--- src/pkg/quick_poll_map.vh ---
// Register index, field positions and symbol codes of the quick poll status register
`ifndef QUICK_POLL_MAP_VH
`define QUICK_POLL_MAP_VH

// Management register index and geometry
`define QP_REG_ADDR        5'h11
`define QP_ADDR_W          5
`define QP_DATA_W          16
`define QP_RESET_VALUE     16'h0000

// Field positions
`define QP_BIT_SPEED       15
`define QP_BIT_DUPLEX      14
`define QP_MON_HI          13
`define QP_MON_LO          11
`define QP_BIT_SIG_LOST    10
`define QP_BIT_LOCK_ERR    9
`define QP_BIT_FALSE_CARR  8
`define QP_BIT_INVALID     7
`define QP_BIT_HALT        6
`define QP_BIT_PREM_END    5
`define QP_BIT_ANEG_DONE   4
`define QP_BIT_SIG_DET     3
`define QP_LOW_RSVD_HI     2

// Latching flag vector layout
`define QP_NFLAGS          6
`define QP_FL_SIG_LOST     0
`define QP_FL_LOCK_ERR     1
`define QP_FL_FALSE_CARR   2
`define QP_FL_INVALID      3
`define QP_FL_HALT         4
`define QP_FL_PREM_END     5
`define QP_FLAGS_RESET     6'h00

// Negotiation monitor codes
`define QP_MON_W           3
`define QP_MON_IDLE        3'h0
`define QP_MON_CONSIST_OK  3'h7

// Five-bit line symbols
`define QP_SYM_W           5
`define QP_SYM_J           5'h18
`define QP_SYM_K           5'h11
`define QP_SYM_I           5'h1F
`define QP_SYM_H           5'h04
`define QP_SYM_T           5'h0D
`define QP_SYM_R           5'h07
// One bit per five-bit code that carries a data nibble
`define QP_DATA_CODE_MASK  32'h7CFC_CE00

`endif

--- src/hw/pin_sync2.v ---
// Two-stage synchroniser for pins arriving from outside the clock domain
`timescale 1ns/1ps
module pin_sync2 #(
    parameter WIDTH = 1
) (
    input  wire             clk_in,     // Management clock
    input  wire             rst_n_in,   // Synchronous reset, active low
    input  wire [WIDTH-1:0] async_in,   // Unsynchronised levels
    output wire [WIDTH-1:0] sync_out    // Levels after two flops
);

    reg [WIDTH-1:0] stage1;
    reg [WIDTH-1:0] stage2;

    always @(posedge clk_in)
    begin
        if (!rst_n_in)
        begin
            stage1 <= {WIDTH{1'b0}};
            stage2 <= {WIDTH{1'b0}};
        end
        else
        begin
            stage1 <= async_in;
            stage2 <= stage1;
        end
    end

    assign sync_out = stage2;

endmodule // pin_sync2

--- src/hw/quick_poll_status.v ---
// Quick poll detailed status register with receive symbol monitor
`timescale 1ns/1ps
`include "quick_poll_map.vh"

//////////////////////////////////////////////////////////////////////////////
// Contract
// - Speed bit from pin or control bit
// - Speed bit zero 10M, one 100M
// - Duplex bit from pin or control bit
// - Duplex bit zero half, one full
// - Monitor cleared on reset, disable, restart
// - Between reads and clears, monitor only rises to higher state codes
// - Monitor codes; completion shows 000
// - Read returns peak, then loads present state
// - Latch flag on receive signal loss
// - Latch flag on receive lock failure
// - Latch flag when start is not J/K
// - Symbol error drives RXER and flag
// - Halt symbol signalled and flagged
// - Two idles in packet flag premature end
// - Receive flags undefined in 10M mode
// - Complete bit only when negotiation done
// - Signal detect bit follows receive signal in 100M mode, reads zero in 10M
// - Sixteen bit read-only, reset defaults
// - Register sits at management index 0x11
module quick_poll_status (
    input  wire                  clk_in,             // Management clock
    input  wire                  rst_n_in,           // Synchronous reset, active low
    input  wire                  hw_mode_pin_in,     // Pin: high selects hardware mode
    input  wire                  rate_select_pin_in, // Pin: high selects 100M
    input  wire                  duplex_select_pin_in, // Pin: high selects full duplex
    input  wire                  signal_detect_in,   // Analog detector on receive pair
    input  wire                  ctl_speed_in,       // Control speed bit
    input  wire                  ctl_duplex_in,      // Control duplex bit
    input  wire                  ctl_aneg_enable_in, // Control negotiation enable
    input  wire                  ctl_aneg_restart_in, // Control negotiation restart
    input  wire [2:0]            aneg_state_in,      // Present arbitration state code
    input  wire                  aneg_complete_in,   // Negotiation finished, pages valid
    input  wire                  pll_locked_in,      // Receive clock recovery locked
    input  wire [4:0]            rx_symbol_in,       // Aligned receive symbol
    input  wire                  rx_symbol_valid_in, // Symbol strobe
    input  wire                  mgmt_rd_in,         // Management read strobe
    input  wire [4:0]            mgmt_addr_in,       // Management register index
    output reg  [15:0]           mgmt_rd_data_out,   // Read data
    output reg                   mgmt_rd_valid_out,  // Read data valid pulse
    output reg                   rx_error_out,       // Receive error toward MAC
    output reg                   rx_halt_out         // Halt seen, toward MAC
);

    //////////////////////////////////////////////////////////////////////////
    // States and helpers

    localparam [2:0] ST_IDLE   = 3'b001;
    localparam [2:0] ST_GOT_J  = 3'b010;
    localparam [2:0] ST_PACKET = 3'b100;

    localparam [`QP_DATA_W-1:0] READ_ZERO = `QP_RESET_VALUE;

    function is_data_code;
        input [`QP_SYM_W-1:0] sym;
        reg   [31:0]          mask;
        begin
            mask = `QP_DATA_CODE_MASK;
            is_data_code = mask[sym];
        end
    endfunction

    function is_control_code;
        input [`QP_SYM_W-1:0] sym;
        begin
            is_control_code = (sym == `QP_SYM_I) || (sym == `QP_SYM_T) ||
                              (sym == `QP_SYM_R) || (sym == `QP_SYM_H);
        end
    endfunction

    //////////////////////////////////////////////////////////////////////////
    // Pin synchronisers

    wire [3:0] pins_sync;
    wire       hw_mode;
    wire       rate_pin;
    wire       duplex_pin;
    wire       sig_det;

    pin_sync2 #(
        .WIDTH (4)
    ) u_pin_sync (
        .clk_in   (clk_in),
        .rst_n_in (rst_n_in),
        .async_in ({signal_detect_in, duplex_select_pin_in,
                    rate_select_pin_in, hw_mode_pin_in}),
        .sync_out (pins_sync)
    );

    assign hw_mode    = pins_sync[0];
    assign rate_pin   = pins_sync[1];
    assign duplex_pin = pins_sync[2];
    assign sig_det    = pins_sync[3];

    //////////////////////////////////////////////////////////////////////////
    // Selected technology

    reg speed_sel;
    reg duplex_sel;
    reg sig_det_q;

    always @(posedge clk_in)
    begin
        if (!rst_n_in)
        begin
            speed_sel  <= 1'b0;
            duplex_sel <= 1'b0;
            sig_det_q  <= 1'b0;
        end
        else
        begin
            // Selection only, says nothing about link
            speed_sel  <= hw_mode ? rate_pin : ctl_speed_in;
            duplex_sel <= hw_mode ? duplex_pin : ctl_duplex_in;
            sig_det_q  <= sig_det;
        end
    end

    //////////////////////////////////////////////////////////////////////////
    // Receive symbol watcher

    reg [2:0] rx_state;
    reg [2:0] next_rx_state;
    reg       last_idle;
    reg       next_last_idle;
    reg       ev_false_carr;
    reg       ev_invalid;
    reg       ev_halt;
    reg       ev_prem_end;

    // 10M mode leaves the watcher parked; its flags mean nothing there
    wire      watch = rx_symbol_valid_in & speed_sel;

    always @*
    begin
        next_rx_state  = rx_state;
        next_last_idle = last_idle;
        ev_false_carr  = 1'b0;
        ev_invalid     = 1'b0;
        ev_halt        = 1'b0;
        ev_prem_end    = 1'b0;
        if (!speed_sel)
        begin
            next_rx_state  = ST_IDLE;
            next_last_idle = 1'b0;
        end
        else if (watch)
        begin
            case (rx_state)
                ST_IDLE:
                begin
                    if (rx_symbol_in == `QP_SYM_J)
                        next_rx_state = ST_GOT_J;
                    else if (rx_symbol_in != `QP_SYM_I)
                        ev_false_carr = 1'b1;
                end
                ST_GOT_J:
                begin
                    if (rx_symbol_in == `QP_SYM_K)
                    begin
                        next_rx_state  = ST_PACKET;
                        next_last_idle = 1'b0;
                    end
                    else
                    begin
                        ev_false_carr = 1'b1;
                        next_rx_state = ST_IDLE;
                    end
                end
                ST_PACKET:
                begin
                    next_last_idle = 1'b0;
                    if (rx_symbol_in == `QP_SYM_I)
                    begin
                        if (last_idle)
                        begin
                            ev_prem_end   = 1'b1;
                            next_rx_state = ST_IDLE;
                        end
                        else
                            next_last_idle = 1'b1;
                    end
                    else if (rx_symbol_in == `QP_SYM_H)
                        ev_halt = 1'b1;
                    else if ((rx_symbol_in == `QP_SYM_T) ||
                             (rx_symbol_in == `QP_SYM_R))
                        next_rx_state = ST_IDLE;
                    else if (!is_data_code(rx_symbol_in) &&
                             !is_control_code(rx_symbol_in))
                        ev_invalid = 1'b1;
                end
                default:
                begin
                    next_rx_state  = ST_IDLE;
                    next_last_idle = 1'b0;
                end
            endcase
        end
    end

    always @(posedge clk_in)
    begin
        if (!rst_n_in)
        begin
            rx_state     <= ST_IDLE;
            last_idle    <= 1'b0;
            rx_error_out <= 1'b0;
            rx_halt_out  <= 1'b0;
        end
        else
        begin
            rx_state     <= next_rx_state;
            last_idle    <= next_last_idle;
            rx_error_out <= ev_invalid;
            rx_halt_out  <= ev_halt;
        end
    end

    //////////////////////////////////////////////////////////////////////////
    // Latching-high flags

    wire                  qp_read = mgmt_rd_in && (mgmt_addr_in == `QP_REG_ADDR);
    wire [`QP_NFLAGS-1:0] flag_events;
    reg  [`QP_NFLAGS-1:0] flags;
    reg  [`QP_NFLAGS-1:0] next_flags;

    // Loss counts only on a falling detect, so a dead line flags once, not again on later reads
    assign flag_events[`QP_FL_SIG_LOST]   = speed_sel & sig_det_q & ~sig_det;
    assign flag_events[`QP_FL_LOCK_ERR]   = speed_sel & sig_det & ~pll_locked_in;
    assign flag_events[`QP_FL_FALSE_CARR] = ev_false_carr;
    assign flag_events[`QP_FL_INVALID]    = ev_invalid;
    assign flag_events[`QP_FL_HALT]       = ev_halt;
    assign flag_events[`QP_FL_PREM_END]   = ev_prem_end;

    always @*
    begin
        next_flags = flags;
        if (qp_read)
            next_flags = {`QP_NFLAGS{1'b0}};
        // New event survives the clearing read
        next_flags = next_flags | flag_events;
    end

    always @(posedge clk_in)
    begin
        if (!rst_n_in)
            flags <= `QP_FLAGS_RESET;
        else
            flags <= next_flags;
    end

    //////////////////////////////////////////////////////////////////////////
    // Negotiation progress monitor

    reg [`QP_MON_W-1:0] monitor;
    reg [`QP_MON_W-1:0] next_monitor;
    reg                 aneg_done;

    always @*
    begin
        next_monitor = monitor;
        if (!ctl_aneg_enable_in || ctl_aneg_restart_in)
            next_monitor = `QP_MON_IDLE;
        else if (qp_read)
            next_monitor = aneg_state_in;
        else if (aneg_state_in > monitor)
            next_monitor = aneg_state_in;
    end

    always @(posedge clk_in)
    begin
        if (!rst_n_in)
        begin
            monitor   <= `QP_MON_IDLE;
            aneg_done <= 1'b0;
        end
        else
        begin
            monitor   <= next_monitor;
            aneg_done <= aneg_complete_in & ctl_aneg_enable_in &
                         ~ctl_aneg_restart_in;
        end
    end

    //////////////////////////////////////////////////////////////////////////
    // Read image and answer

    reg [`QP_DATA_W-1:0] image;

    always @*
    begin
        image = READ_ZERO;
        image[`QP_BIT_SPEED]  = speed_sel;
        image[`QP_BIT_DUPLEX] = duplex_sel;
        // Finished negotiation reads as complete with a zero monitor
        image[`QP_MON_HI:`QP_MON_LO] = aneg_done ? `QP_MON_IDLE : monitor;
        image[`QP_BIT_SIG_LOST]   = flags[`QP_FL_SIG_LOST];
        image[`QP_BIT_LOCK_ERR]   = flags[`QP_FL_LOCK_ERR];
        image[`QP_BIT_FALSE_CARR] = flags[`QP_FL_FALSE_CARR];
        image[`QP_BIT_INVALID]    = flags[`QP_FL_INVALID];
        image[`QP_BIT_HALT]       = flags[`QP_FL_HALT];
        image[`QP_BIT_PREM_END]   = flags[`QP_FL_PREM_END];
        image[`QP_BIT_ANEG_DONE]  = aneg_done;
        image[`QP_BIT_SIG_DET]    = speed_sel & sig_det_q;
    end

    always @(posedge clk_in)
    begin
        if (!rst_n_in)
        begin
            mgmt_rd_data_out  <= `QP_RESET_VALUE;
            mgmt_rd_valid_out <= 1'b0;
        end
        else
        begin
            mgmt_rd_valid_out <= qp_read;
            // Old flag values leave before the clear lands
            if (qp_read)
                mgmt_rd_data_out <= image;
        end
    end

endmodule // quick_poll_status

--- config.mk ---
export PLATFORM = sky130hd
export DESIGN_NAME = quick_poll_status
export DESIGN_NICKNAME = d
export VERILOG_FILES = /design/src/hw/pin_sync2.v /design/src/hw/quick_poll_status.v
export VERILOG_INCLUDE_DIRS = /design/src /design/src/pkg
export SDC_FILE = /design/constraint.sdc
export NUM_CORES = 1
export LEC_CHECK = 0
export BUFFER_PORTS_ARGS = -buffer_cell sky130_fd_sc_hd__clkbuf_2
export CORE_MARGIN = 5
export CORE_UTILIZATION = 35
export CTS_BUF_LIST = sky130_fd_sc_hd__clkbuf_4 sky130_fd_sc_hd__clkbuf_8
export DETAILED_ROUTE_END_ITERATION = 8
export PLACE_DENSITY_LB_ADDON = 0.2
export REMOVE_ABC_BUFFERS = 1
export SETUP_SLACK_MARGIN = 0.1
export SLEW_MARGIN = 20
export SYNTH_ARGS = -nofsm -noshare
export SYNTH_HDL_FRONTEND = slang
export SYNTH_HIERARCHICAL = 1
export SYNTH_SLANG_ARGS = --single-unit
--- constraint.sdc ---
create_clock -name clk_in -period 4.5 [get_ports clk_in]
set_input_delay 0.9 -clock clk_in [delete_from_list [all_inputs] [get_ports clk_in]]
set_output_delay 0.9 -clock clk_in [all_outputs]
set_load 0.05 [all_outputs]
==> results.toml, run 1 <==
[detailed_routing]
wl_per_cell_um = 11.7
detailedRoute.firstPassIterationCount = 4
ant_nets = 0
viasPerCell = 4.65
drcViolationCount = 0
drt-initial-drc-count = 38
vias = 1380
routed_wl_um = 3470

[final_layout]
insertedDiodeCount = 0
drive_above_1_share_pct = 23.0
fin_nets = 261
fillers = 500
utilization_pct = 42.6
multiInputGateArea_um2 = 807
synthToLayoutAreaGrowth_pct = 17.7
register_area_um2 = 821

[setup_path]
worstPathCellList = "clkbuf_2 > or3b_1 > o31a_1 > or3_4 > or3_1 > a21oi_1"
worst_setup_path_start_kind = "input pin"
startpoint = "rx_symbol_in[1]"
critPathTopFamily = "simple AND/OR/NAND/NOR gates"
cp_slowest_cell = "or3b_1"
cp.required_ns = 4.72
critPathMaxStageDelay_ns = 0.42
cp-end-kind = "flop"
crit_type = "in -> reg"
worstPathArrival_ns = 2.55
r2r_start = "rx_state[2]"
critPathMaxFanout = 6
crit_buf_inv = 1

[sta]
tns_ns = 0
fin_ws_ns = 2.17
min_period_over_period_pct = 51.8
slew_viol_final = 0
finalHoldViolCount = 0
hold_ws_ns = 0.436
fmax_mhz = 429
worstMarginPinSlew_ns = 0.816
rsz0062_at_grt = "no"
setup_viol = 0
relSlewSlack_pct = 45.6
fin_skew_ns = 0.00267
fin_crit_ns = 2.33

[global_route]
antenna_found_initial = 0
grt.overflow.total = 0
grt_use_total_pct = 12.1
grt_pass1_vias = 1340
grt_max_degree = 34
grt_pass1_wl_um = 5990

[cts]
clockBufferDepth = 2
clock_sinks = 41
cts_tree = "built"
htreeDepth = 2
cts-resized-gates = 0
postCtsSetupRepairBufs = 0
postCtsHoldBufs = 0
cts_root_buffer = "clkbuf_8"
cts_buffers = 5
clock_latency_ns = 0.29
clkTransAtPathRegs_ns = 0.07

[synth]
synth_area_leaders = "dfxtp_1 (48%), a21boi_0 (6.1%), nand2_1 (5.7%)"
avgSynthCellArea_um2 = 9.10
synth_top_cell_area_share_pct = 47.7
ys.flop_type = "dfxtp_1"
synth.distinct_cells = 36
yosysTopAreaCell = "dfxtp_1"
synthMuxAreaShare_pct = 1.75
yosys_warnings = 6
synth-simple-area-share_pct = 25.2
synth_fa_ha_area_share_pct = 2.18
async_flop_share_pct = 0
synth_compound_area_share_pct = 16.7
synth_xor_area_share_pct = 0.509
postSynthRegisterBits = 41
synth_top_family_by_area = "simple AND/OR/NAND/NOR gates"
ys_seq_area_share_pct = 47.7
netlist_area_um2 = 1720
synth_edf_count = 0
netlist_instances = 189

[pwr]
clkPwrFrac_pct = 33.9
leakage_nw = 0.805
switching_share_pct = 22.9
intPower_mw = 0.492
p_comb_share_pct = 7.7
switchingPower_mw = 0.146
pwr-share-seq_pct = 58.4
power_density_nw_per_um2 = 315
ir_drop_mv = 0.174

[run]
drv_cap = 0

[place]
gp_congestion = 0.839
dpl.hpwl_um = 2450
numPortBuffers = 42
dp_slack_ns = 1.88

[run_status]
status = "completed"

[die]
core_area_um2 = 4750
initial_core_util_pct = 36.2
io_pins = 46
die_h_um = 80.1
die_area_um2 = 6420
row_count = 25
die_x_um = 80.1

[hold_path]
hold_start = "u_pin_sync/stage1[2]"
hold_path_class = "reg -> reg"
cell type report:
type                            instances  share of cell area, %
Inverter                                6                   1.11
Tap cell                               67                   4.14
Timing Repair Buffer                   43                   10.7
Clock inverter                          1                  0.247
Sequential cell                        41                   40.5
Multi-Input combinational cell        134                   39.8
Clock buffer                            5                   3.40
flip-flops by register name, indices dropped and copies added (netlist names):
name,cells
flags,6
speed_sel,1
rx_error_out,1
u_pin_sync/stage1,4
duplex_sel,1
monitor,3
last_idle,1
mgmt_rd_valid_out,1
aneg_done,1
mgmt_rd_data_out,13
rx_halt_out,1
sig_det_q,1
u_pin_sync/sync_out,4
rx_state,3
kinds of logic (layout without fill, tap and decap cells):
group / count (synthesis) / in the layout
AO/OA/AOI/OAI: 43 / 43
XOR/XNOR: 1 / 1
adder cells (fa/ha/maj): 3 / 3
buffers and inverters: 16 / 55
flip-flops: 41 / 41
multiplexers: 3 / 3
other: 1 / 3
AND/OR/NAND/NOR: 81 / 81
synth_stat cells (all sizes together) (2+ instances only):
cell type and n:
inv 6, a32oi 2, nor4 2, nor2 6
a31o 2, buf 3, mux2i 3, o31ai 2
nand2 26, ha 3, nand3b 2, dfxtp 41
nand2b 3, a21boi 14, nand3 6, or3b 2
clkbuf 6, or3 5, nor3b 2, nor2b 8
a21oi 11, o21ai 7, and2 12, nor3 5
metrics by stage:
step / cells / area (um2) / power (mW)
floorplan: 181 / 1650 / 0.408
global placement: 291 / 1950 / 0.430
detailed placement: 291 / 1950 / 0.430
CTS: 297 / 2030 / 0.650
global route: 297 / 2030 / 0.677
finish: 297 / 2030 / 0.638
cell usage in the layout (no fill, tap or decap), types with 6 or more instances in the layout:
| cell | netlist | routed |
|---|---|---|
| a21boi_0 | 14 | 14 |
| a21oi_1 | 11 | 11 |
| and2_1 | 12 | 12 |
| clkbuf_2 | 0 | 42 |
| dfxtp_1 | 41 | 41 |
| inv_1 | 6 | 6 |
| nand2_1 | 26 | 26 |
| nand3_1 | 6 | 6 |
| nor2_1 | 6 | 6 |
| nor2b_1 | 8 | 8 |
| o21ai_0 | 7 | 7 |
metal layers:
layer	routed length, um	GRT usage (%)	share of wire [%]	vias up
met3	242	4.37	7.0	8
met1	1650	15.1	47	605
li1	-	-	-	727
met2	1510	18.1	44	40
met4	72	6.08	2.1	0
met5	0	0	0	-
path summary, 6_finish.rpt:
kind / to / slack [ns] / cells past startpoint
max reg2reg: rx_state[2] / 2.65 / 5
min: u_pin_sync/sync_out[2] / 0.44 / 1
min reg2reg: u_pin_sync/sync_out[2] / 0.44 / 1
max: rx_state[2] / 2.17 / 6
power by group through the flow:
stage | clock, mW | sequential (mW) | combinational (mW)
final | 0.216 | 0.373 | 0.0492
after global routing | 0.248 | 0.373 | 0.0558
after CTS | 0.228 | 0.373 | 0.0496
after detailed placement | 0 | 0.381 | 0.0493
after global placement | 0 | 0.381 | 0.0489
after floorplan | 0 | 0.381 | 0.0270
No activity file was read; power rests on OpenSTA's default activity.
==> inputs of run 2 (changes only) <==
--- a/config.mk
+++ b/config.mk
@@ -6,6 +6,7 @@
 export SDC_FILE = /design/constraint.sdc
 export NUM_CORES = 1
 export LEC_CHECK = 0
+export ABC_AREA = 1
 export BUFFER_PORTS_ARGS = -buffer_cell sky130_fd_sc_hd__clkbuf_2
 export CORE_MARGIN = 5
 export CORE_UTILIZATION = 35
==> constraint.sdc (replaced) <==
create_clock -name clk_in -period 2.2 [get_ports clk_in]
set_input_delay 0.44 -clock clk_in [delete_from_list [all_inputs] [get_ports clk_in]]
set_output_delay 0.44 -clock clk_in [all_outputs]
set_load 0.05 [all_outputs]
==> results.toml, run 2 <==
[cts]
htreeDepth = 2
clock_latency_ns = 0.28
clkTransAtPathRegs_ns = 0.07
cts_root_buffer = "clkbuf_8"
cts-resized-gates = 0
cts_tree = "built"
postCtsSetupRepairBufs = 0
clockBufferDepth = 2
clock_sinks = 41
cts_buffers = 5
postCtsHoldBufs = 0

[global_route]
grt_pass1_vias = 1363
grt.overflow.total = 0
grt_use_total_pct = 11.3
antenna_found_initial = 0
grt_pass1_wl_um = 5730
grt_max_degree = 32

[setup_path]
cp.required_ns = 2.42
crit_type = "reg -> reg"
ff2ff_setup_slack_ns = 0.84
reg2reg_to = "monitor[1]"
worst_setup_path_start_kind = "flop"
cp-end-kind = "flop"
worstPathArrival_ns = 1.58
r2r.worst_path.cells = 9
critPathMaxFanout = 4
r2r_start = "monitor[2]"

[sta]
finalHoldViolCount = 0
fmax_mhz = 736
slew_viol_final = 0
fin_crit_ns = 1.36
rsz0062_at_grt = "no"
min_period_over_period_pct = 61.8
setup_viol = 0
tns_ns = 0
fin_skew_ns = 0.00283
fin_ws_ns = 0.841

[final_layout]
fin_nets = 317
layout_commonest_cell = "nand2_1"
largest_reg_flops = 13
layout_common_cells = "nand2_1 (46), clkbuf_2 (42), dfxtp_1 (41), inv_1 (40), nor2_1 (22)"
synthToLayoutAreaGrowth_pct = 20.3
top_regs = "mgmt_rd_data_out (13), flags (6)"
final_cells = 354
fin_area_um2 = 2130
top_register = "mgmt_rd_data_out"
insertedDiodeCount = 0
drive_above_1_share_pct = 23.0
fillers = 539

[pwr]
clkPwrFrac_pct = 35.2
intPower_mw = 1.06
total_power_mw = 1.38
p_comb_share_pct = 9.2
switchingPower_mw = 0.313
switching_share_pct = 22.8
pwr-share-seq_pct = 55.6
power_density_nw_per_um2 = 647
ir_drop_mv = 0.197
leakage_nw = 1.02

[place]
dp_slack_ns = 0.670
numPortBuffers = 42
gp_congestion = 0.824
placed_area_um2 = 2040
dpl.hpwl_um = 2670
place_inst = 347

[hold_path]
hold_start = "rate_select_pin_in"
hold_path_class = "in -> reg"
hold_path_depth = 3
hold_end = "u_pin_sync/stage1[1]"

[detailed_routing]
wl_per_cell_um = 9.72
ant_nets = 0
vias = 1556
routed_wl_um = 3440
wl_met3_um = 259
viasPerCell = 4.40
drcViolationCount = 0
wl_met1_um = 1700
drt-initial-drc-count = 93
detailedRoute.firstPassIterationCount = 4
routed-wl-met2_um = 1450
highest_layer = "met4"

[synth]
avgSynthCellArea_um2 = 7.27
async_flop_share_pct = 0
netlist_area_um2 = 1770
ys.flop_type = "dfxtp_1"
yosys_warnings = 6
synth_top_cell_area_share_pct = 46.5
synth_common_cells = "nand2_1 (46), dfxtp_1 (41), inv_1 (40), nor2_1 (22), a21oi_1 (20)"
ys_seq_area_share_pct = 46.5
yosys.cell_count.top_type = "nand2_1"
synth.distinct_cells = 26
synth_area_leaders = "dfxtp_1 (46%), nand2_1 (9.8%), inv_1 (8.5%)"
netlist_instances = 243
synth_edf_count = 0
yosysTopAreaCell = "dfxtp_1"
postSynthRegisterBits = 41

[die]
row_count = 25
io_pins = 46
core_area_um2 = 4820
die_h_um = 81.0
die_x_um = 81.0
die_area_um2 = 6570
initial_core_util_pct = 36.7

[run]
drv_cap = 0

[run_status]
status = "completed"
run 2: cell count changes in the layout (fill, tap and decap cells not counted), moves of 9 or more:
cell / before / now
inv_1: 6 / 40
a21oi_1: 11 / 20
a21boi_0: 14 / 0
o21ai_0: 7 / 18
nor2_1: 6 / 22
nand3_1: 6 / 16
and2_1: 12 / 1
nand2_1: 26 / 46
run 2: power groups by stage:
stage | clock, mW | combinational, mW | sequential, mW
finish | 0.484 | 0.126 | 0.766
floorplan | 0 | 0.0706 | 0.789
global placement | 0 | 0.127 | 0.782
detailed placement | 0 | 0.127 | 0.783
global route | 0.542 | 0.145 | 0.767
CTS | 0.506 | 0.128 | 0.765
run 2: worst max-delay path by stage:
| stage | to | startpoint | depth (start not counted) |
|---|---|---|---|
| floorplan | monitor[1] | mgmt_addr_in[3] | 6 |
| global placement | monitor[1] | aneg_state_in[2] | 9 |
| detailed placement | monitor[1] | aneg_state_in[2] | 9 |
| CTS | monitor[1] | monitor[2] | 9 |
| global route | monitor[1] | monitor[2] | 9 |
| finish | monitor[1] | monitor[2] | 9 |
run 2: cell families after synthesis:
family	after synthesis	synth area share (%)
AOI/OAI and AO/OA	43	13.0
DFF	41	46.5
buffers and inverters	52	11.8
other	1	0.212
adders and majority gates	3	2.12
and+or+nand+nor	103	26.3
run 2: layer usage:
metal / track usage (%) / vias up
met3: 5.21 / 4
li1: - / 847
met2: 17.3 / 42
met1: 14.0 / 663
met5: 0 / -
met4: 4.05 / 0
run 2: per-stage QoR:
step / utilization, % / hold WS, ns
floorplan: - / 0.390
global placement: 42.3 / 0.394
CTS: 44.1 / 0.322
finish: 44.1 / 0.338
detailed placement: 42.3 / 0.399
global route: 44.1 / 0.332
run 2: cell type report:
class / instances / area (um2) / share of cell area [%]
clock buffer: 7 / 90.1 / 4.24
tap: 67 / 83.8 / 3.94
timing repair buffer: 44 / 225 / 10.6
sequential: 41 / 821 / 38.6
multi-input combinational: 152 / 744 / 35.0
inverter: 43 / 161 / 7.59
run 2: critical path, cell delays in order (launching register included):
cell     delay, ns
dfxtp_1       0.35
inv_1         0.05
ha_1          0.30
a21oi_1       0.13
nand2_1       0.06
nand2_1       0.05
nand2_1       0.08
inv_1         0.10
o21ai_0       0.07
a21oi_1       0.11
==> inputs of run 3 (changes only) <==
==> constraint.sdc (replaced) <==
create_clock -name clk_in -period 1.2 [get_ports clk_in]
set_input_delay 0.24 -clock clk_in [delete_from_list [all_inputs] [get_ports clk_in]]
set_output_delay 0.24 -clock clk_in [all_outputs]
set_load 0.05 [all_outputs]
==> results.toml, run 3 (same netlist as run 2, synthesis figures left out) <==
[final_layout]
drive_above_1_share_pct = 40.7
fin_nets = 335
top_regs = "mgmt_rd_data_out (13), flags (6)"
largest_reg_flops = 13
top_register = "mgmt_rd_data_out"
fillers = 491
layout_commonest_cell = "nand2_1"
insertedDiodeCount = 0
synthToLayoutAreaGrowth_pct = 43.9
final_cells = 372
layout_common_cells = "nand2_1 (37), dfxtp_1 (35), inv_1 (32), clkbuf_2 (26), buf_4 (25)"

[cts]
cts_tree = "built"
clockBufferDepth = 2
postCtsHoldBufs = 0
clock_sinks = 41
cts_buffers = 5
cts_root_buffer = "clkbuf_8"
clock_latency_ns = 0.28
clkTransAtPathRegs_ns = 0.07
htreeDepth = 2

[setup_path]
critPathMaxFanout = 4
crit_type = "reg -> reg"
ff2ff_setup_slack_ns = -0.01
critPathTopFamily = "simple AND/OR/NAND/NOR gates"
cp-end-kind = "flop"
worstPathArrival_ns = 1.39
cp.required_ns = 1.38
crit_buf_inv = 2
critPathMaxStageDelay_ns = 0.33
worst_setup_path_start_kind = "flop"
cp_slowest_cell = "dfxtp_2"
worstPathCellList = "inv_2 > ha_4 > nand3b_1 > nand2_1 > nand2_1 > nand2_2 > inv_2 > nor2_1 > nor2_1"

[pwr]
pwr-share-seq_pct = 51.2
intPower_mw = 2.11
p_comb_share_pct = 10.8
clkPwrFrac_pct = 38.0
power_density_nw_per_um2 = 1070
total_power_mw = 2.73
switching_share_pct = 22.8
switchingPower_mw = 0.623
leakage_nw = 1.20
ir_drop_mv = 0.650

[sta]
fmax_mhz = 826
fin_ws_ns = -0.0103
setup_viol = 2
fin_skew_ns = 0.00442
rsz0062_at_grt = "yes"
slew_viol_final = 0
finalHoldViolCount = 0
min_period_over_period_pct = 101
fin_crit_ns = 1.21

[place]
dpl.hpwl_um = 2900
dp_slack_ns = -0.134
place_inst = 361
gp_congestion = 0.798
numPortBuffers = 42

[global_route]
grt_use_total_pct = 12.1
grt_max_degree = 21
grt_pass1_wl_um = 6260
grt.overflow.total = 0
antenna_found_initial = 0
grt_pass1_vias = 1504

[detailed_routing]
ant_nets = 0
drt-initial-drc-count = 53
detailedRoute.firstPassIterationCount = 4
wl_per_cell_um = 10.3
vias = 1637
viasPerCell = 4.40
drcViolationCount = 0
routed_wl_um = 3830

[die]
die_area_um2 = 6570
initial_core_util_pct = 36.7
die_x_um = 81.0
core_area_um2 = 4820
die_h_um = 81.0
row_count = 25
io_pins = 46

[hold_path]
hold_path_class = "in -> reg"

[run]
drv_cap = 0

[run_status]
status = "complete, but fails checks"
violations = "negative setup slack"
-- run 3: changes by cell type in the layout (fill, tap and decap cells not counted), moves of 3 or more --
cell and change:
inv_2 +8, buf_4 +23, o21ai_0 -6, inv_1 -8, nor2_1 -3, nand2_2 +7, nand3_1 -6, nor2_4 +4
o21ai_1 +4, clkbuf_2 -16, dfxtp_1 -6, nand3_2 +5, nand2_1 -9, dfxtp_2 +4
-- run 3: worst paths after layout --
path | start | end | cells after the start
hold / removal | duplex_select_pin_in | u_pin_sync/stage1[2] | 3
setup reg to reg | monitor[1] | monitor[2] | 9
setup / recovery | monitor[1] | monitor[2] | 9
hold reg to reg | u_pin_sync/stage1[3] | u_pin_sync/sync_out[3] | 2
-- run 3: per-layer routing --
| metal | share of wire [%] | global-route usage (%) |
|---|---|---|
| met1 | 44 | 14.7 |
| met2 | 47 | 20.0 |
| met3 | 7.7 | 3.77 |
| met4 | 1.3 | 4.22 |
| met5 | 0 | 0 |
-- run 3: final cells by class --
type	instances	area (um2)	area share, %
flip-flops and latches	41	833	32.8
clock inverters	2	35.0	1.38
inverters	43	161	6.35
multi-input cells	152	906	35.6
clock buffers	5	68.8	2.71
well taps	67	83.8	3.30
repair buffers	62	454	17.9
-- run 3: power by group through the flow --
stage          clock network, mW  logic (mW)  registers (mW)
6_report                    1.04       0.295            1.40
5_1_grt                     1.13       0.330            1.40
4_1_cts                     1.09       0.288            1.40
3_5_place_dp                   0       0.263            1.43
3_3_place_gp                   0       0.261            1.43
2_1_floorplan                  0       0.129            1.45
-- run 3: worst register-to-register path, stage by stage, from the launching register on --
cell and delay (ns):
dfxtp_2 0.33, inv_2 0.05, ha_4 0.26, nand3b_1 0.07
nand2_1 0.06, nand2_1 0.05, nand2_2 0.09, inv_2 0.05
nor2_1 0.10, nor2_1 0.04
-- run 3: timing repair --
action / CTS / global route
endpoints found under the setup margin: 27 / 21
gates resized for setup: 53 / 37
setup buffers: 2 / 2
pin swaps: 9 / 17
-- run 3: per-stage QoR --
| stage | TNS, ns | utilization [%] | cell area (um2) | hold slack (ns) |
|---|---|---|---|---|
| after detailed placement | -0.531 | 44.7 | 2150 | 0.400 |
| after floorplan | -6.59 | - | 1730 | 0.333 |
| final | -0.0176 | 52.8 | 2540 | 0.135 |
| after CTS | -0.0416 | 50.5 | 2430 | 0.126 |
| after global placement | -0.412 | 44.7 | 2150 | 0.394 |
| after global routing | -0.400 | 52.8 | 2540 | 0.126 |
